==> config.mk <==
export PLATFORM = sky130hd
export DESIGN_NAME = tdc_cfg_bank
export DESIGN_NICKNAME = d
export VERILOG_FILES = /design/src/tdc_cfg_pkg.sv /design/src/tdc_cfg_bank.sv /design/src/pin_sync.sv /design/src/spi_frame_rx.sv
export SDC_FILE = /design/constraint.sdc
export NUM_CORES = 1
export LEC_CHECK = 0
export BUFFER_PORTS_ARGS = -buffer_cell sky130_fd_sc_hd__buf_2
export CORE_MARGIN = 1.5
export CORE_UTILIZATION = 59
export DETAILED_ROUTE_END_ITERATION = 6
export PLACE_DENSITY = 0.79
export REMOVE_ABC_BUFFERS = 1
export SYNTH_ARGS = -nofsm -noshare
export SYNTH_HDL_FRONTEND = slang
export SYNTH_SLANG_ARGS = --single-unit
==> constraint.sdc <==
create_clock -name mclk -period 4.7 [get_ports mclk]
set_clock_uncertainty 0.2 [all_clocks]
set_input_delay 0.94 -clock mclk [delete_from_list [all_inputs] [get_ports mclk]]
set_output_delay 0.94 -clock mclk [all_outputs]
set_load 0.02 [all_outputs]
==> src/tdc_cfg_pkg.sv <==
// Constants, field positions and carrier types of the configuration bank
package tdc_cfg_pkg;

   // ==========================================================
   // Register file shape
   localparam int NUM_REGS = 7;
   localparam int WORD_BITS = 32;
   localparam int TAG_BITS = 8;
   localparam logic [2:0] REG_CFG0 = 3'h0;
   localparam logic [2:0] REG_CFG1 = 3'h1;
   localparam logic [2:0] REG_CFG2 = 3'h2;
   localparam logic [2:0] REG_CFG3 = 3'h3;
   localparam logic [2:0] REG_CFG4 = 3'h4;
   localparam logic [2:0] REG_CFG5 = 3'h5;
   localparam logic [2:0] REG_CFG6 = 3'h6;
   localparam logic [2:0] LAST_REG = 3'h6;
   localparam logic [2:0] CHECK_ADDR = 3'h5;

   // ==========================================================
   // Field positions
   localparam int START_INV_BIT = 8;
   localparam int STOPA_INV_BIT = 9;
   localparam int STOPB_INV_BIT = 10;
   localparam int RANGE2_BIT = 11;
   localparam int NOCAL_BIT = 12;
   localparam int CALC_BIT = 13;
   localparam int TCLK_BIT = 14;
   localparam int DUMMY_BIT = 15;
   localparam int TCYC_BIT = 16;
   localparam int TPORT_BIT = 17;
   localparam int HSDIV_LSB = 20;
   localparam int FIREDIV_LSB = 24;
   localparam int HITA_LSB = 24;
   localparam int HITB_LSB = 28;
   localparam int FASTINIT_BIT = 23;
   localparam int DELAY_LSB = 8;
   localparam int BOTHA_BIT = 27;
   localparam int BOTHB_BIT = 28;
   localparam int TIMO_LSB = 27;
   localparam int ERRVAL_BIT = 29;
   localparam int PHASE_LSB = 8;
   localparam int REPEAT_LSB = 24;
   localparam int RESX2_BIT = 12;
   localparam int RESX4_BIT = 13;
   localparam int ANALOG_BIT = 31;
   localparam int CHECK_LSB = 24;

   // ==========================================================
   // Values after reset
   localparam logic [31:0] CFG0_RESET = 32'h02026F00;
   localparam logic [31:0] CFG1_RESET = 32'h55000000;
   localparam logic [31:0] CFG3_RESET = 32'h18000000;
   localparam logic [31:0] CFG_ZERO_RESET = 32'h00000000;
   localparam logic [2:0] PINS_IDLE = 3'h2;

   // ==========================================================
   // Serial commands and frame lengths
   localparam logic [4:0] OP_WRITE_PFX = 5'h10;
   localparam logic [4:0] OP_RESULT_PFX = 5'h16;
   localparam logic [4:0] OP_ID_PFX = 5'h18;
   localparam logic [7:0] OP_POWER_RESET = 8'h50;
   localparam logic [5:0] OP_BITS = 6'h08;
   localparam logic [5:0] OP_LAST = 6'h07;
   localparam logic [5:0] FRAME_BITS = 6'h28;
   localparam logic [5:0] FRAME_LAST = 6'h27;

   // ==========================================================
   // Carriers
   typedef struct packed {
      logic sclk;
      logic ssn_n;
      logic mosi;
   } spi_pins_t;

   typedef struct packed {
      logic opcode_valid;
      logic [7:0] opcode;
      logic word_valid;
      logic [31:0] word;
   } spi_frame_t;

   typedef struct packed {
      logic start_edge_invert;
      logic stop_a_edge_invert;
      logic stop_b_edge_invert;
      logic range_two_select;
      logic auto_cal_disable;
      logic cal_calc_enable;
      logic temp_cycle_clock_select;
      logic temp_dummy_cycles;
      logic temp_cycle_time;
      logic temp_port_count;
      logic [1:0] hs_clock_prediv;
      logic [3:0] fire_clock_prediv;
      logic [3:0] hit_select_a;
      logic [3:0] hit_select_b;
      logic fast_init_enable;
      logic [15:0] delay_value_a;
      logic [15:0] delay_value_b;
      logic [15:0] delay_value_c;
      logic stop_a_both_edges;
      logic stop_b_both_edges;
      logic [1:0] range_two_timeout_select;
      logic timeout_error_enable;
      logic [15:0] pulse_phase_pattern;
      logic [2:0] fire_repeat_count;
      logic resolution_x2_enable;
      logic resolution_x4_enable;
      logic analog_enable;
   } cfg_fields_t;

endpackage

==> src/tdc_cfg_bank.sv <==
// Configuration register bank behind the serial interface
// What this block does
// - Seven 32-bit configuration words, selected by register number.
// - Upper 24 bits are settings; never returned by a tag read (the check read returns word 1 bits 31:24).
// - Low byte of each word is a readable user tag, reset to zero.
// - Writes and reads move most significant bit first.
// - Result read of address 5 returns top byte of word 1.
// - Word 0 bits 8,9,10 invert start, stop a, stop b edges; default 1.
// - Word 0 bit 11 selects measurement range two; default 1.
// - Word 0 bit 12 disables auto calibration (0); bit 13 enables calc (1).
// - Word 0 bit 14 selects temperature cycle clock source; default 1.
// - Word 0 bit 15 selects temperature dummy cycle count; default 0.
// - Word 0 bits 20-21 high-speed clock predivider; default 0.
// - Word 0 bits 24-27 fire clock predivider; default 2.
// - Word 1 hit select a in 24-27, b in 28-31; default 5.
// - Word 1 bit 23 enables fast initialisation; default 0.
// - Words 2,3,4 carry 16-bit delay values in bits 8-23; default 0.
// - Word 2 bits 27,28 enable both-edge stops a and b; default 0.
// - Word 3 bits 27-28 range-two timeout (3); bit 29 error value (0).
// - Word 5 bits 8-23 phase pattern, 24-26 repeat count; default 0.
// - Word 6 bit 12 double, bit 13 quadruple resolution; default 0.
// - Word 6 bit 31 enables the analog input section; default 0.
`timescale 1ns/10ps
`default_nettype none
module tdc_cfg_bank
   import tdc_cfg_pkg::*;
(
   input wire logic mclk,
   input wire logic srst,
   input wire logic spi_sclk,
   input wire logic spi_ssn_n,
   input wire logic spi_mosi,
   output logic spi_miso,
   output logic spi_miso_oe,
   output cfg_fields_t cfg
);
   logic [31:0] regs_r [NUM_REGS];
   spi_pins_t pins_s;
   spi_frame_t frame;
   logic [7:0] tx_byte;
   logic [NUM_REGS*WORD_BITS-1:0] regs_flat;

   // ==========================================================
   // Reset values per word
   function automatic logic [31:0] default_word(input logic [2:0] idx);
      logic [31:0] v;
      v = CFG_ZERO_RESET;
      unique case (idx)
         REG_CFG0: v = CFG0_RESET;
         REG_CFG1: v = CFG1_RESET;
         REG_CFG3: v = CFG3_RESET;
         default: v = CFG_ZERO_RESET;
      endcase
      return v;
   endfunction

   // ==========================================================
   // Pin crossing and frame engine
   pin_sync #(
      .WIDTH(3),
      .INIT(PINS_IDLE)
   ) u_sync (
      .mclk(mclk),
      .srst(srst),
      .d({spi_sclk, spi_ssn_n, spi_mosi}),
      .q(pins_s)
   );

   spi_frame_rx u_rx (
      .mclk(mclk),
      .srst(srst),
      .pins(pins_s),
      .tx_byte(tx_byte),
      .frame(frame),
      .miso(spi_miso),
      .miso_oe(spi_miso_oe)
   );

   // ==========================================================
   // Command decode
   wire [2:0] op_addr = frame.opcode[2:0];
   wire addr_ok = (op_addr <= LAST_REG);
   wire is_write = (frame.opcode[7:3] == OP_WRITE_PFX);
   wire is_result = (frame.opcode[7:3] == OP_RESULT_PFX);
   wire is_id = (frame.opcode[7:3] == OP_ID_PFX);
   wire wr_commit = frame.word_valid && is_write && addr_ok;
   wire pwr_cmd = frame.opcode_valid && (frame.opcode == OP_POWER_RESET);
   wire check_rd = is_result && (op_addr == CHECK_ADDR);
   wire id_rd = is_id && addr_ok;

   // Read byte: only tag bytes and the check byte ever leave
   assign tx_byte = check_rd ? regs_r[REG_CFG1][CHECK_LSB +: TAG_BITS] :
                    id_rd ? regs_r[op_addr][TAG_BITS-1:0] :
                    8'h00;

   // ==========================================================
   // Storage; whole word lands in one edge, reset wins over write
   always_ff @(posedge mclk) begin
      if (srst || pwr_cmd) begin
         for (int i = 0; i < NUM_REGS; i++) begin
            regs_r[i] <= default_word(3'(i));
         end
      end else if (wr_commit) begin
         regs_r[op_addr] <= frame.word;
      end
   end

   for (genvar g = 0; g < NUM_REGS; g++) begin : g_flat
      assign regs_flat[g*WORD_BITS +: WORD_BITS] = regs_r[g];
   end

   // ==========================================================
   // Word 0 fields
   assign cfg.start_edge_invert = regs_r[REG_CFG0][START_INV_BIT];
   assign cfg.stop_a_edge_invert = regs_r[REG_CFG0][STOPA_INV_BIT];
   assign cfg.stop_b_edge_invert = regs_r[REG_CFG0][STOPB_INV_BIT];
   assign cfg.range_two_select = regs_r[REG_CFG0][RANGE2_BIT];
   assign cfg.auto_cal_disable = regs_r[REG_CFG0][NOCAL_BIT];
   assign cfg.cal_calc_enable = regs_r[REG_CFG0][CALC_BIT];
   assign cfg.temp_cycle_clock_select = regs_r[REG_CFG0][TCLK_BIT];
   assign cfg.temp_dummy_cycles = regs_r[REG_CFG0][DUMMY_BIT];
   assign cfg.temp_cycle_time = regs_r[REG_CFG0][TCYC_BIT];
   assign cfg.temp_port_count = regs_r[REG_CFG0][TPORT_BIT];
   assign cfg.hs_clock_prediv = regs_r[REG_CFG0][HSDIV_LSB +: 2];
   assign cfg.fire_clock_prediv = regs_r[REG_CFG0][FIREDIV_LSB +: 4];

   // Word 1 fields
   assign cfg.hit_select_a = regs_r[REG_CFG1][HITA_LSB +: 4];
   assign cfg.hit_select_b = regs_r[REG_CFG1][HITB_LSB +: 4];
   assign cfg.fast_init_enable = regs_r[REG_CFG1][FASTINIT_BIT];

   // Words 2 to 4 fields
   assign cfg.delay_value_a = regs_r[REG_CFG2][DELAY_LSB +: 16];
   assign cfg.delay_value_b = regs_r[REG_CFG3][DELAY_LSB +: 16];
   assign cfg.delay_value_c = regs_r[REG_CFG4][DELAY_LSB +: 16];
   assign cfg.stop_a_both_edges = regs_r[REG_CFG2][BOTHA_BIT];
   assign cfg.stop_b_both_edges = regs_r[REG_CFG2][BOTHB_BIT];
   assign cfg.range_two_timeout_select = regs_r[REG_CFG3][TIMO_LSB +: 2];
   assign cfg.timeout_error_enable = regs_r[REG_CFG3][ERRVAL_BIT];

   // Words 5 and 6 fields
   assign cfg.pulse_phase_pattern = regs_r[REG_CFG5][PHASE_LSB +: 16];
   assign cfg.fire_repeat_count = regs_r[REG_CFG5][REPEAT_LSB +: 3];
   assign cfg.resolution_x2_enable = regs_r[REG_CFG6][RESX2_BIT];
   assign cfg.resolution_x4_enable = regs_r[REG_CFG6][RESX4_BIT];
   assign cfg.analog_enable = regs_r[REG_CFG6][ANALOG_BIT];

   // ==========================================================
   // Checks
   a_write_commit: assert property (@(posedge mclk) disable iff (srst)
      wr_commit && !pwr_cmd |=> regs_r[$past(op_addr)] == $past(frame.word))
      else $error("write did not land in addressed word");
   a_hold_between: assert property (@(posedge mclk) disable iff (srst)
      !wr_commit && !pwr_cmd |=> $stable(regs_flat))
      else $error("register changed without a complete write");
   a_reset_defaults: assert property (@(posedge mclk) disable iff (srst)
      $fell(srst) |-> regs_r[0] == CFG0_RESET && regs_r[1] == CFG1_RESET &&
         regs_r[2] == 32'h00000000 && regs_r[3] == CFG3_RESET &&
         regs_r[4] == 32'h00000000 && regs_r[5] == 32'h00000000 &&
         regs_r[6] == 32'h00000000)
      else $error("defaults wrong after reset release");
   a_cmd_reset: assert property (@(posedge mclk) disable iff (srst)
      pwr_cmd |=> cfg.hit_select_a == 4'h5 && cfg.fire_clock_prediv == 4'h2 &&
         cfg.range_two_timeout_select == 2'h3 && regs_r[6] == 32'h00000000)
      else $error("reset command did not restore defaults");
   a_check_read: assert property (@(posedge mclk) disable iff (srst)
      frame.opcode_valid && check_rd |-> tx_byte == regs_r[1][31:24])
      else $error("check read byte differs from word 1 top byte");
   a_id_only: assert property (@(posedge mclk) disable iff (srst)
      frame.opcode_valid && id_rd |-> tx_byte == regs_r[op_addr][7:0])
      else $error("tag read returned non-tag bits");
   c_write: cover property (@(posedge mclk) disable iff (srst) wr_commit);
   c_check_read: cover property (@(posedge mclk) disable iff (srst)
      frame.opcode_valid && check_rd);
   c_id_read: cover property (@(posedge mclk) disable iff (srst) frame.opcode_valid && id_rd);
   c_cmd_reset: cover property (@(posedge mclk) disable iff (srst) pwr_cmd);
endmodule
`default_nettype wire

==> src/pin_sync.sv <==
// Two-stage synchroniser for the serial pins
`timescale 1ns/10ps
`default_nettype none
module pin_sync
   import tdc_cfg_pkg::*;
#(
   parameter int WIDTH = 3,
   parameter logic [WIDTH-1:0] INIT = '0
) (
   input wire logic mclk,
   input wire logic srst,
   input wire logic [WIDTH-1:0] d,
   output logic [WIDTH-1:0] q
);
   logic [WIDTH-1:0] meta_r;

   // ==========================================================
   // First stage feeds only the second
   always_ff @(posedge mclk) begin
      if (srst) begin
         meta_r <= INIT;
         q <= INIT;
      end else begin
         meta_r <= d;
         q <= meta_r;
      end
   end
endmodule
`default_nettype wire

==> src/spi_frame_rx.sv <==
// Serial frame engine: opcode and word capture, read byte shift-out
`timescale 1ns/10ps
`default_nettype none
module spi_frame_rx
   import tdc_cfg_pkg::*;
(
   input wire logic mclk,
   input wire logic srst,
   input wire spi_pins_t pins,
   input wire logic [7:0] tx_byte,
   output spi_frame_t frame,
   output logic miso,
   output logic miso_oe
);
   logic sclk_q_r;
   logic [5:0] cnt_r;
   logic [31:0] in_r;
   logic [7:0] op_r;
   logic op_v_r;
   logic [31:0] word_r;
   logic word_v_r;
   logic [7:0] tx_r;
   logic miso_r;
   logic oe_r;

   // ==========================================================
   // Edge detection on the already synchronised clock
   wire active = ~pins.ssn_n;
   wire rise = pins.sclk & ~sclk_q_r;
   wire fall = ~pins.sclk & sclk_q_r;
   wire [31:0] in_nxt = {in_r[30:0], pins.mosi};
   wire shift_out = rise && (cnt_r >= OP_BITS);

   // Host shifts on rising edge, so sample on falling
   always_ff @(posedge mclk) begin
      if (srst) begin
         sclk_q_r <= 1'b0;
         cnt_r <= 6'h00;
         in_r <= 32'h00000000;
         op_r <= 8'h00;
         op_v_r <= 1'b0;
         word_r <= 32'h00000000;
         word_v_r <= 1'b0;
         tx_r <= 8'h00;
         miso_r <= 1'b0;
         oe_r <= 1'b0;
      end else begin
         sclk_q_r <= pins.sclk;
         oe_r <= active;
         op_v_r <= active && fall && (cnt_r == OP_LAST);
         word_v_r <= active && fall && (cnt_r == FRAME_LAST);
         if (!active) begin
            cnt_r <= 6'h00; // Aborted frame restarts the count; a partial word is never committed
            miso_r <= 1'b0;
         end else begin
            if (fall) begin
               in_r <= in_nxt;
               if (cnt_r != FRAME_BITS) begin
                  cnt_r <= cnt_r + 6'h01;
               end
               if (cnt_r == OP_LAST) begin
                  op_r <= in_nxt[7:0];
               end
               if (cnt_r == FRAME_LAST) begin
                  word_r <= in_nxt;
               end
            end
            if (op_v_r) begin
               tx_r <= tx_byte;
            end else if (shift_out) begin
               miso_r <= tx_r[7];
               tx_r <= {tx_r[6:0], 1'b0};
            end
         end
      end
   end

   assign frame = '{opcode_valid: op_v_r, opcode: op_r, word_valid: word_v_r, word: word_r};
   assign miso = miso_r;
   assign miso_oe = oe_r;

   // ==========================================================
   // Checks
   a_msb_out: assert property (@(posedge mclk) disable iff (srst)
      active && shift_out && !op_v_r |=> miso_r == $past(tx_r[7]))
      else $error("read byte not sent msb first");
   a_oe_quiet: assert property (@(posedge mclk) disable iff (srst)
      !active |=> !miso_oe && !miso)
      else $error("miso driven outside frame");
   a_frame_len: assert property (@(posedge mclk) disable iff (srst)
      $rose(word_v_r) |-> cnt_r == FRAME_BITS)
      else $error("word strobe before full frame");
endmodule
`default_nettype wire

# After elaboration in Yosys (flattened, before gate mapping)
# Memories as Yosys holds them, arrays and structs flattened. A register that Yosys moved wholly into a read port is not among the register bits.
# Cells that the tools add are included.
# totals
regBits,96
inputBits,5
mem_bits_rw,224
n_memories,1
out_inout_bits,102
# memory_table
name,words,width,read_ports,rd_clocked_by_memory_dff,wr,line,source
regs_r,7,32,8,1,7,tdc_cfg_bank.sv:37,logic [31:0] regs_r [NUM_REGS];
# classes
add_sub_neg,1
n_eq_ne,8
n_bitwise,6
mux,18
order_cmp,2
reduce_logical,19
# ops
op,n
32-bit 2-to-1 mux,5
8-bit 2-to-1 mux,4
32-bit OR reduction,1
5-bit equality test (second input constant),3
1-bit logical AND,9
3-bit 2-to-1 mux,3
8-bit by 7-bit equality test with 1-bit output (second input constant),1
2-bit AND reduction,4
6-bit by 1-bit adder with 6-bit output (second input constant),1
6-bit by 3-bit equality test with 1-bit output (second input constant),1
6-bit equality test (second input constant),1
6-bit by 4-bit greater-or-equal comparator with 1-bit output (second input constant),1
1-bit 2-to-1 mux,6
6-bit inequality test (second input constant),1
3-bit AND reduction,2
1-bit NOT,4
3-bit equality test (second input constant),1
3-bit <= comparator (second input constant),1
1-bit AND,2
2-bit nonzero test,1
2-bit OR reduction,1
1-bit logical OR,1

# Logic depth before layout (Yosys ltp)
# Gate-level depths: netlist of the first run.
# depth
word_depth,8
ltp_mapped,7

# Cells and area by module
# A second synthesis of the first run with hierarchy kept.
# hier_totals
hier_cells,988
area_unflattened_um2,11523.6
# by_module_without_submodules
mod,cells_per_inst,seq_area_each_um2,area_each_um2,n_inst
tdc_cfg_bank,571,4814.6,7672.4,1
spi_frame_rx,405,1801.7,3693.5,1
pin_sync,12,120.1,157.7,1

# Worst setup path after synthesis of the first run
# Ideal clock, no wire load.
# synth_timing
path_kind,register to register
start,register u_rx.op_r[7]
end,memory regs_r[3][0] (enable)
t_required_ns,4.013
setup_time_ns,0.487
setup_slack_ns,0.389
path_stages_with_launch,4
synth_period_minus_slack_ns,4.311
arrival_ns,3.624
cell_sequence,dfxtp_1 -> nor3b_4 -> nand3_4 -> o41ai_1
# synth_lines
item,line,source
from (decl),spi_frame_rx.sv:18,logic [7:0] op_r;
from (signal assigned),spi_frame_rx.sv:62,op_r <= in_nxt[7:0];
to (decl),tdc_cfg_bank.sv:37,

==> impl_metrics.json, run 1 <==
{
  "status": "finished, final reports clean",
  "cts.clk_slew.worst_paths_ns": 0.06,
  "reg2reg_to": "regs_r[5][12]",
  "dpl_cell_area_sq_mm": 0.0112,
  "synth.ff_latch_count": 263,
  "leakage_nw": 4.40,
  "synth_common_cells": "153 x edfxtp_1, 147 x nand2_1, 124 x and2_1, 110 x dfxtp_1, 102 x buf_4",
  "drive_above_1_share": 0.195,
  "clock_latency_ns": 0.52,
  "slew_violations": 0,
  "rows": 50,
  "dp_cells": 1191,
  "synthToLayoutAreaGrowth_pct": 8.02,
  "grt.overflow.total": 0,
  "ys_seq_area_frac": 0.610,
  "tritoncts": "done",
  "finalSetupViolCount": 0,
  "cts_buffer_depth": 3,
  "grt_first_pass_wirelength_mm": 35.8,
  "whs_endpoint": "u_sync.q[1]",
  "first_global_vias": 6595,
  "cap_violations": 0,
  "timing.slew.headroom": 0.245,
  "final_cells": 1241,
  "cp_max_fo": 15,
  "period_needed_ns": 2.94,
  "synth_ff_type": "edfxtp_1",
  "place_hpwl_mm": 14.5,
  "critPathSlowestCell": "o21ai_2",
  "ir_drop_uv": 298,
  "antenna_found_initial": 1,
  "grt_usage": 0.234,
  "fillers": 1312,
  "start_util": 0.599,
  "stdcell_area_sq_mm": 0.0120,
  "reg2reg_depth": 4,
  "numClockSinks": 263,
  "io_buffer_count": 106,
  "cts_resized": 0,
  "drc": 0,
  "finalSetupTns_ns": 0,
  "startpoint_type": "flip-flop",
  "final_core_util": 0.648,
  "die_y_um": 140,
  "holdWs_ns": 0.213,
  "r2r_slack_ns": 1.76,
  "dr.pass1.iters": 4,
  "crit_chain": "nor2b_1 -> nand4_1 -> o21ai_2 -> buf_4",
  "hold_path_class": "flip-flop to flip-flop",
  "yosysMostFrequentCell": "edfxtp_1",
  "power_density_mw_per_mm2": 385,
  "worstMarginPinSlew_ns": 1.13,
  "max_freq_ghz": 0.341,
  "wl_per_cell_um": 18.5,
  "ant_nets": 0,
  "netlist_area_sq_mm": 0.0111,
  "drt_iter0_drc": 697,
  "path_class": "flip-flop to flip-flop",
  "synthCells": 976,
  "syn_area_per_cell_sq_um": 11.4,
  "synth_edf_count": 153,
  "nets": 993,
  "wirelength_mm": 23.0,
  "synth_top_cell_area_share": 0.412,
  "grt_max_degree": 48,
  "ys_top_cells_by_area": "edfxtp_1 41%, dfxtp_1 20%, and2_1 7.0%",
  "hold_viol": 0,
  "viasPerCell": 5.55,
  "end_kind": "flip-flop",
  "rsz0062_at_grt": "no",
  "cts_hold_buf": 0,
  "yosysWarnings": 0,
  "cts_buffers": 27,
  "hold_depth": 1,
  "core_sq_mm": 0.0186,
  "gp_congestion": 0.815,
  "multi_input_area_sq_mm": 0.00331,
  "root_buffer": "clkbuf_16",
  "async_flop_share": 0,
  "h-tree-depth": 1,
  "yosysTopAreaCell": "edfxtp_1",
  "post-cts-setup-buffers": 0,
  "cp.arrival_ns": 2.94,
  "fin_crit_sh": 0.625,
  "synth.distinct_cells": 52,
  "holdCritStartpoint": "u_sync.meta_r[1]",
  "die_area_sq_mm": 0.0197,
  "r2r-start": "u_rx.op_r[2]",
  "diodes": 0,
  "die_x_um": 140,
  "pin_count": 107,
  "required_ns": 4.71,
  "vias": 6888,
  "max_stage_delay_ns": 0.87,
  "seq_area_sq_mm": 0.00680
}
[cells by family after synthesis]
family,count (synthesis),synth area share
AND/OR/NAND/NOR,368,0.176
other,1,0.000337
flip-flops,263,0.610
adder cells (fa/ha/maj),2,0.00225
XOR/XNOR,5,0.00393
buffers and inverters,182,0.0990
multiplexers,34,0.0432
AO/OA/AOI/OAI,121,0.0646
[critical path, delay by kind of cell, from the launching register on]
| family | cells | cell delay, ns |
|---|---|---|
| compound gates | 1 | 0.87 |
| buf+inv | 1 | 0.38 |
| flops | 1 | 0.74 |
| simple gates | 2 | 0.42 |
[report_power, final]
part	switching (W)	total [W]	internal [W]
registers	0.0000146	0.00249	0.00247
clock network	0.000830	0.00201	0.00118
logic	0.0000989	0.000133	0.0000342
total	0.000944	0.00463	0.00369
[metrics by stage]
stage	setup WS, ns	power [W]
final	1.76	0.00463
after global routing	1.61	0.00476
after CTS	1.80	0.00465
after detailed placement	1.58	0.00267
after global placement	1.67	0.00267
after floorplan	0.335	0.00261
[cell type report]
type	instances	area share
multi-input cells	538	0.275
clock inverters	9	0.00582
inverters	30	0.00936
well taps	234	0.0243
clock buffers	41	0.0639
flip-flops and latches	263	0.565
repair buffers	126	0.0566
[registers in the layout (all words and copies together), names as in the netlist, named ones only]
signal,count
u_sync.q,3
u_rx.miso,1
u_sync.meta_r,3
u_rx.tx_r,8
u_rx.cnt_r,6
u_rx.word_v_r,1
u_rx.in_r,31
regs_r,164
u_rx.sclk_q_r,1
u_rx.op_r,8
u_rx.word_r,32
u_rx.op_v_r,1
u_rx.miso_oe,1
[cells in the final DEF, fill, tap and decap left out, drive strengths merged, types with 7 or more instances in the layout]
cell	Yosys	layout
mux4	11	11
clkbuf	35	41
buf	117	126
and2	124	124
nand2	147	147
nor2	30	30
mux2i	20	20
a21oi	73	73
dfxtp	110	110
a2111oi	7	7
conb	1	8
nand2b	24	24
edfxtp	153	153
inv	30	31
a31oi	14	14
nor2b	10	10
clkinv	0	7
[worst max-delay path by stage]
| stage | slack, ns | endpoint | startpoint |
|---|---|---|---|
| after floorplan | 0.34 | regs_r[3][0] | u_rx.op_r[2] |
| after global placement | 1.67 | regs_r[2][12] | srst |
| after detailed placement | 1.58 | regs_r[0][12] | srst |
| after CTS | 1.80 | regs_r[5][12] | u_rx.op_r[2] |
| after global routing | 1.61 | regs_r[5][12] | u_rx.op_r[2] |
| final | 1.76 | regs_r[5][12] | u_rx.op_r[2] |
[layer usage]
layer | share of wire | routed length [um] | global-route usage | vias to the layer above
met4 | 0.020 | 459 | 0.0681 | 2
met5 | 0.00030 | 7 | 0 | -
met1 | 0.42 | 9750 | 0.324 | 3361
met2 | 0.48 | 11000 | 0.379 | 248
met3 | 0.077 | 1780 | 0.0451 | 38
li1 | - | - | - | 3239
(Power assumes the default switching activity.)
==> run 2: changes to the inputs <==
- CORE_UTILIZATION: 59 -> 53
- PLACE_DENSITY: 0.79 -> 0.75
- clock period: 4.7 -> 2.59 ns (I/O delays scaled with it)
==> impl_metrics.json, run 2 (synthesized netlist as in run 1, its figures left out) <==
{
  "max_freq_ghz": 0.434,
  "finalSetupViolCount": 0,
  "largest_register_ffs": 164,
  "cts_resized": 0,
  "numClockSinks": 263,
  "seq_power_share": 0.524,
  "multi_input_area_sq_mm": 0.00331,
  "viasPerCell": 5.40,
  "worstMarginPinSlew_ns": 0.787,
  "antenna_found_initial": 0,
  "startpoint_type": "flip-flop",
  "required_ns": 2.77,
  "timing.slew.headroom": 0.473,
  "hold_viol": 0,
  "fin_crit_sh": 0.890,
  "p_int_w": 0.00684,
  "place_hpwl_mm": 14.9,
  "regMostFlops": "regs_r",
  "grt_max_degree": 39,
  "ir_drop_uv": 445,
  "clkPwrFrac": 0.445,
  "synthToLayoutAreaGrowth_pct": 10.4,
  "drive_above_1_share": 0.206,
  "switching_share": 0.206,
  "grt_first_pass_wirelength_mm": 37.1,
  "die_y_um": 148,
  "drc": 0,
  "dr.pass1.iters": 5,
  "critPathSlowestCell": "dfxtp_1",
  "cts_buffer_depth": 3,
  "post-cts-setup-buffers": 0,
  "max_stage_delay_ns": 0.66,
  "cts_hold_buf": 2,
  "rsz0062_at_grt": "no",
  "first_global_vias": 6694,
  "status": "finished, final reports clean",
  "clock_latency_ns": 0.53,
  "nets": 1003,
  "leakage_nw": 4.51,
  "die_x_um": 148,
  "core_sq_mm": 0.0204,
  "gp_congestion": 0.833,
  "grt_usage": 0.218,
  "cts.clk_slew.worst_paths_ns": 0.06,
  "layout_common_cells": "153 x edfxtp_1, 147 x nand2_1, 124 x and2_1",
  "io_buffer_count": 106,
  "vias": 6941,
  "crit_chain": "mux4_2 -> mux2_2 -> a221oi_1 -> a2111oi_0",
  "crit_buf_inv": 0,
  "pin_count": 107,
  "path_class": "flip-flop to flip-flop",
  "wl_per_cell_um": 18.4,
  "end_kind": "flip-flop",
  "hold_path_class": "input port to flip-flop",
  "grt.overflow.total": 0,
  "final_common_cell": "edfxtp_1",
  "reg_top3": "regs_r (164), u_rx.word_r (32), u_rx.in_r (31)",
  "final_core_util": 0.602,
  "tritoncts": "done",
  "p_comb_frac": 0.030,
  "diodes": 0,
  "start_util": 0.545,
  "ant_nets": 0,
  "p_sw_w": 0.00177,
  "cap_violations": 0,
  "final_cells": 1286,
  "dp_cells": 1236,
  "slew_violations": 0,
  "period_needed_ns": 2.30,
  "die_area_sq_mm": 0.0219,
  "power_density_mw_per_mm2": 700,
  "critPathTopFamily": "multiplexers",
  "cp_max_fo": 9,
  "seq_area_sq_mm": 0.00680,
  "cts_buffers": 26,
  "drt_iter0_drc": 529,
  "wirelength_mm": 23.6,
  "rows": 52,
  "fillers": 1618,
  "root_buffer": "clkbuf_16",
  "cp.arrival_ns": 2.49,
  "h-tree-depth": 1
}
==> run 2: cell count changes in the layout (fill, tap and decap cells not counted), moves of 2 or more <==
cell	delta
buf_12	+7
clkbuf_1	-5
clkbuf_4	+4
dlygate4sd3_1	+2
clkbuf_16	+2
buf_4	+2
clkinv_1	-2
==> run 2: final cells by class <==
type                    count  share of cell area
clock inverters             7             0.00580
multi-input cells         538               0.269
clock buffers              41              0.0663
inverters                  30             0.00916
flip-flops and latches    263               0.553
well taps                 270              0.0275
repair buffers            137              0.0696
==> run 2: layer usage <==
metal / GRT usage / vias up / wire length, um
met2: 0.363 / 254 / 11500
li1: - / 3261 / -
met1: 0.297 / 3384 / 10000
met3: 0.0370 / 42 / 1600
met4: 0.0634 / 0 / 538
met5: 0 / - / 0
==> run 2: per-stage QoR <==
| stage | TNS, ns | hold slack, ns | instance area [sq um] | total power, W | setup slack (ns) |
|---|---|---|---|---|---|
| floorplan | -139.65 | 0.189 | 10200 | 0.00473 | -1.77 |
| CTS | 0 | 0.00421 | 12300 | 0.00865 | 0.257 |
| finish | 0 | 0.00829 | 12300 | 0.00861 | 0.286 |
| global route | 0 | 0.0562 | 12300 | 0.00885 | 0.196 |
| detailed placement | 0 | 0.197 | 11400 | 0.00486 | 0.274 |
| global placement | 0 | 0.197 | 11400 | 0.00486 | 0.285 |
==> run 2: final timing paths <==
| kind | start | endpoint | slack, ns | depth (start not counted) |
|---|---|---|---|---|
| worst max-delay path | flip-flop | u_rx.tx_r[7] | 0.29 | 4 |
| worst max register to register | flip-flop | u_rx.tx_r[7] | 0.29 | 4 |
| worst min-delay path | spi_sclk | u_sync.meta_r[2] | 0.008 | 2 |
| worst min register to register | u_sync.meta_r[1] | u_sync.q[1] | 0.21 | 1 |
==> run 2: worst reg2reg max path, stage by stage, from the launching register on <==
cell,delay [ns]
dfxtp_1,0.66
mux4_2,0.57
mux2_2,0.31
a221oi_1,0.32
a2111oi_0,0.11
==> run 2: power by group through the flow <==
stage | Combinational (W) | Sequential [W] | Clock [W]
2_1_floorplan | 0.0000641 | 0.00466 | 0
3_3_place_gp | 0.000257 | 0.00460 | 0
3_5_place_dp | 0.000261 | 0.00460 | 0
4_1_cts | 0.000264 | 0.00451 | 0.00387
5_1_grt | 0.000277 | 0.00452 | 0.00405
6_report | 0.000262 | 0.00451 | 0.00383
==> run 3: changes to the inputs <==
- ABC_AREA: not set -> 1
==> impl_metrics.json, run 3 <==
{
  "status": "finished, final reports clean",
  "cp.arrival_ns": 2.42,
  "die_y_um": 148,
  "max_freq_ghz": 0.415,
  "pin_count": 107,
  "cts.clk_slew.worst_paths_ns": 0.06,
  "async_flop_share": 0,
  "start_util": 0.546,
  "antenna_found_initial": 0,
  "worstMarginPinSlew_ns": 0.592,
  "rsz0062_at_grt": "no",
  "grt_max_degree": 35,
  "total_power_w": 0.00868,
  "viasPerCell": 5.15,
  "synth_common_cells": "207 x nor2_1, 199 x nand2_1, 153 x edfxtp_1, 138 x inv_1, 110 x dfxtp_1",
  "core_sq_mm": 0.0204,
  "leakage_nw": 5.09,
  "finalSetupTns_ns": 0,
  "drc": 0,
  "nets": 1228,
  "h-tree-depth": 1,
  "period_needed_ns": 2.41,
  "first_global_vias": 7408,
  "die_area_sq_mm": 0.0219,
  "ir_drop_uv": 474,
  "wl_per_cell_um": 16.4,
  "largest_register_ffs": 164,
  "root_buffer": "clkbuf_16",
  "netlist_area_sq_mm": 0.0112,
  "ant_nets": 0,
  "slew_violations": 0,
  "grt_first_pass_wirelength_mm": 38.6,
  "synth_ff_type": "edfxtp_1",
  "cts_buffers": 26,
  "synth_edf_count": 153,
  "grt.overflow.total": 0,
  "die_x_um": 148,
  "place_hpwl_mm": 16.7,
  "drive_above_1_share": 0.168,
  "timing.slew.headroom": 0.601,
  "drt_iter0_drc": 727,
  "dr.pass1.iters": 7,
  "hold_viol": 0,
  "yosysMostFrequentCell": "nor2_1",
  "ys_top_cells_by_area": "edfxtp_1 41%, dfxtp_1 20%, buf_4 7.0%",
  "grt_usage": 0.225,
  "diodes": 0,
  "synthCells": 1197,
  "numClockSinks": 263,
  "rows": 52,
  "path_class": "flip-flop to flip-flop",
  "syn_area_per_cell_sq_um": 9.33,
  "ys_seq_area_frac": 0.609,
  "cap_violations": 0,
  "layout_common_cells": "206 x nor2_1, 199 x nand2_1, 153 x edfxtp_1",
  "cts_buffer_depth": 3,
  "r2r_slack_ns": 0.18,
  "synth.distinct_cells": 29,
  "cts_resized": 0,
  "yosysWarnings": 0,
  "final_common_cell": "nor2_1",
  "hold_path_class": "input port to flip-flop",
  "tritoncts": "done",
  "synthToLayoutAreaGrowth_pct": 10.2,
  "fin_crit_sh": 0.929,
  "yosysTopAreaCell": "edfxtp_1",
  "gp_congestion": 0.847,
  "synth.ff_latch_count": 263,
  "regMostFlops": "regs_r",
  "startpoint_type": "flip-flop",
  "reg_top3": "regs_r (164), u_rx.word_r (32), u_rx.in_r (31)",
  "end_kind": "flip-flop",
  "required_ns": 2.60,
  "io_buffer_count": 106,
  "finalSetupViolCount": 0,
  "synth_top_cell_area_share": 0.412,
  "wirelength_mm": 24.7,
  "cp_max_fo": 24,
  "clock_latency_ns": 0.52,
  "power_density_mw_per_mm2": 705,
  "vias": 7778
}
run 3: cell type report:
class / count / area, sq um
clock buffers: 32 / 704
multi-input cells: 646 / 2880
repair buffers: 142 / 868
flip-flops and latches: 263 / 6800
clock inverters: 16 / 181
inverters: 142 / 533
fillers: 1692 / 8130
well taps: 270 / 338
run 3: worst max-delay path: stages, from the launching register on:
cell and delay, ns:
dfxtp_1 0.32, inv_1 0.14, nand2_4 0.09, nor2_1 0.23, a21oi_4 0.15, nand2_4 0.14
inv_1 0.09, buf_4 0.20, nand2_1 0.09, nand2_1 0.07, nor2_2 0.16, buf_12 0.22
run 3: routing by layer:
| metal | track usage | part of all wire | up-vias |
|---|---|---|---|
| li1 | - | - | 3778 |
| met1 | 0.314 | 0.43 | 3627 |
| met2 | 0.368 | 0.47 | 325 |
| met3 | 0.0337 | 0.078 | 48 |
| met4 | 0.0663 | 0.023 | 0 |
| met5 | 0 | 0 | - |
run 3: worst paths after layout:
kind / from / end / cells past startpoint
setup / recovery: u_rx.op_r[0] / regs_r[5][23] / 11
hold / removal: spi_sclk / u_sync.meta_r[2] / 3
setup reg to reg: u_rx.op_r[0] / regs_r[5][23] / 11
hold reg to reg: u_sync.meta_r[0] / u_sync.q[0] / 2
run 3: cells by family (layout without fill, tap and decap cells):
group	after synthesis	count (layout)	share of synthesized area
other	1	8	0.000336
buffers and inverters	295	332	0.136
flip-flops	263	263	0.609
adder cells (fa/ha/maj)	2	2	0.00224
AO/OA/AOI/OAI	142	142	0.0704
XOR/XNOR	2	2	0.00157
AND/OR/NAND/NOR	492	492	0.181
run 3: what timing repair did:
action / CTS / global route
buffers inserted: 0 / 0
hold buffers: 2 / 0
endpoints found under the hold margin: 2 / 0
run 3: per-stage QoR:
stage          hold WS [ns]  instances   util  cell area, sq um  setup WS (ns)
6_report             0.0217       1511  0.602             12300          0.183
4_1_cts             0.00347       1511  0.602             12300          0.209
5_1_grt              0.0133       1511  0.602             12300         0.0876
2_1_floorplan         0.188       1051      -             10200         -0.912
3_5_place_dp          0.199       1461  0.558             11400          0.234
3_3_place_gp          0.193       1461  0.558             11400          0.287
run 3: power breakdown:
group          switching, W  leakage [nW]  internal [W]
logic              0.000197          2.27     0.0000810
registers         0.0000313          2.40       0.00450
clock network       0.00154         0.425       0.00233
total               0.00177          5.09       0.00690
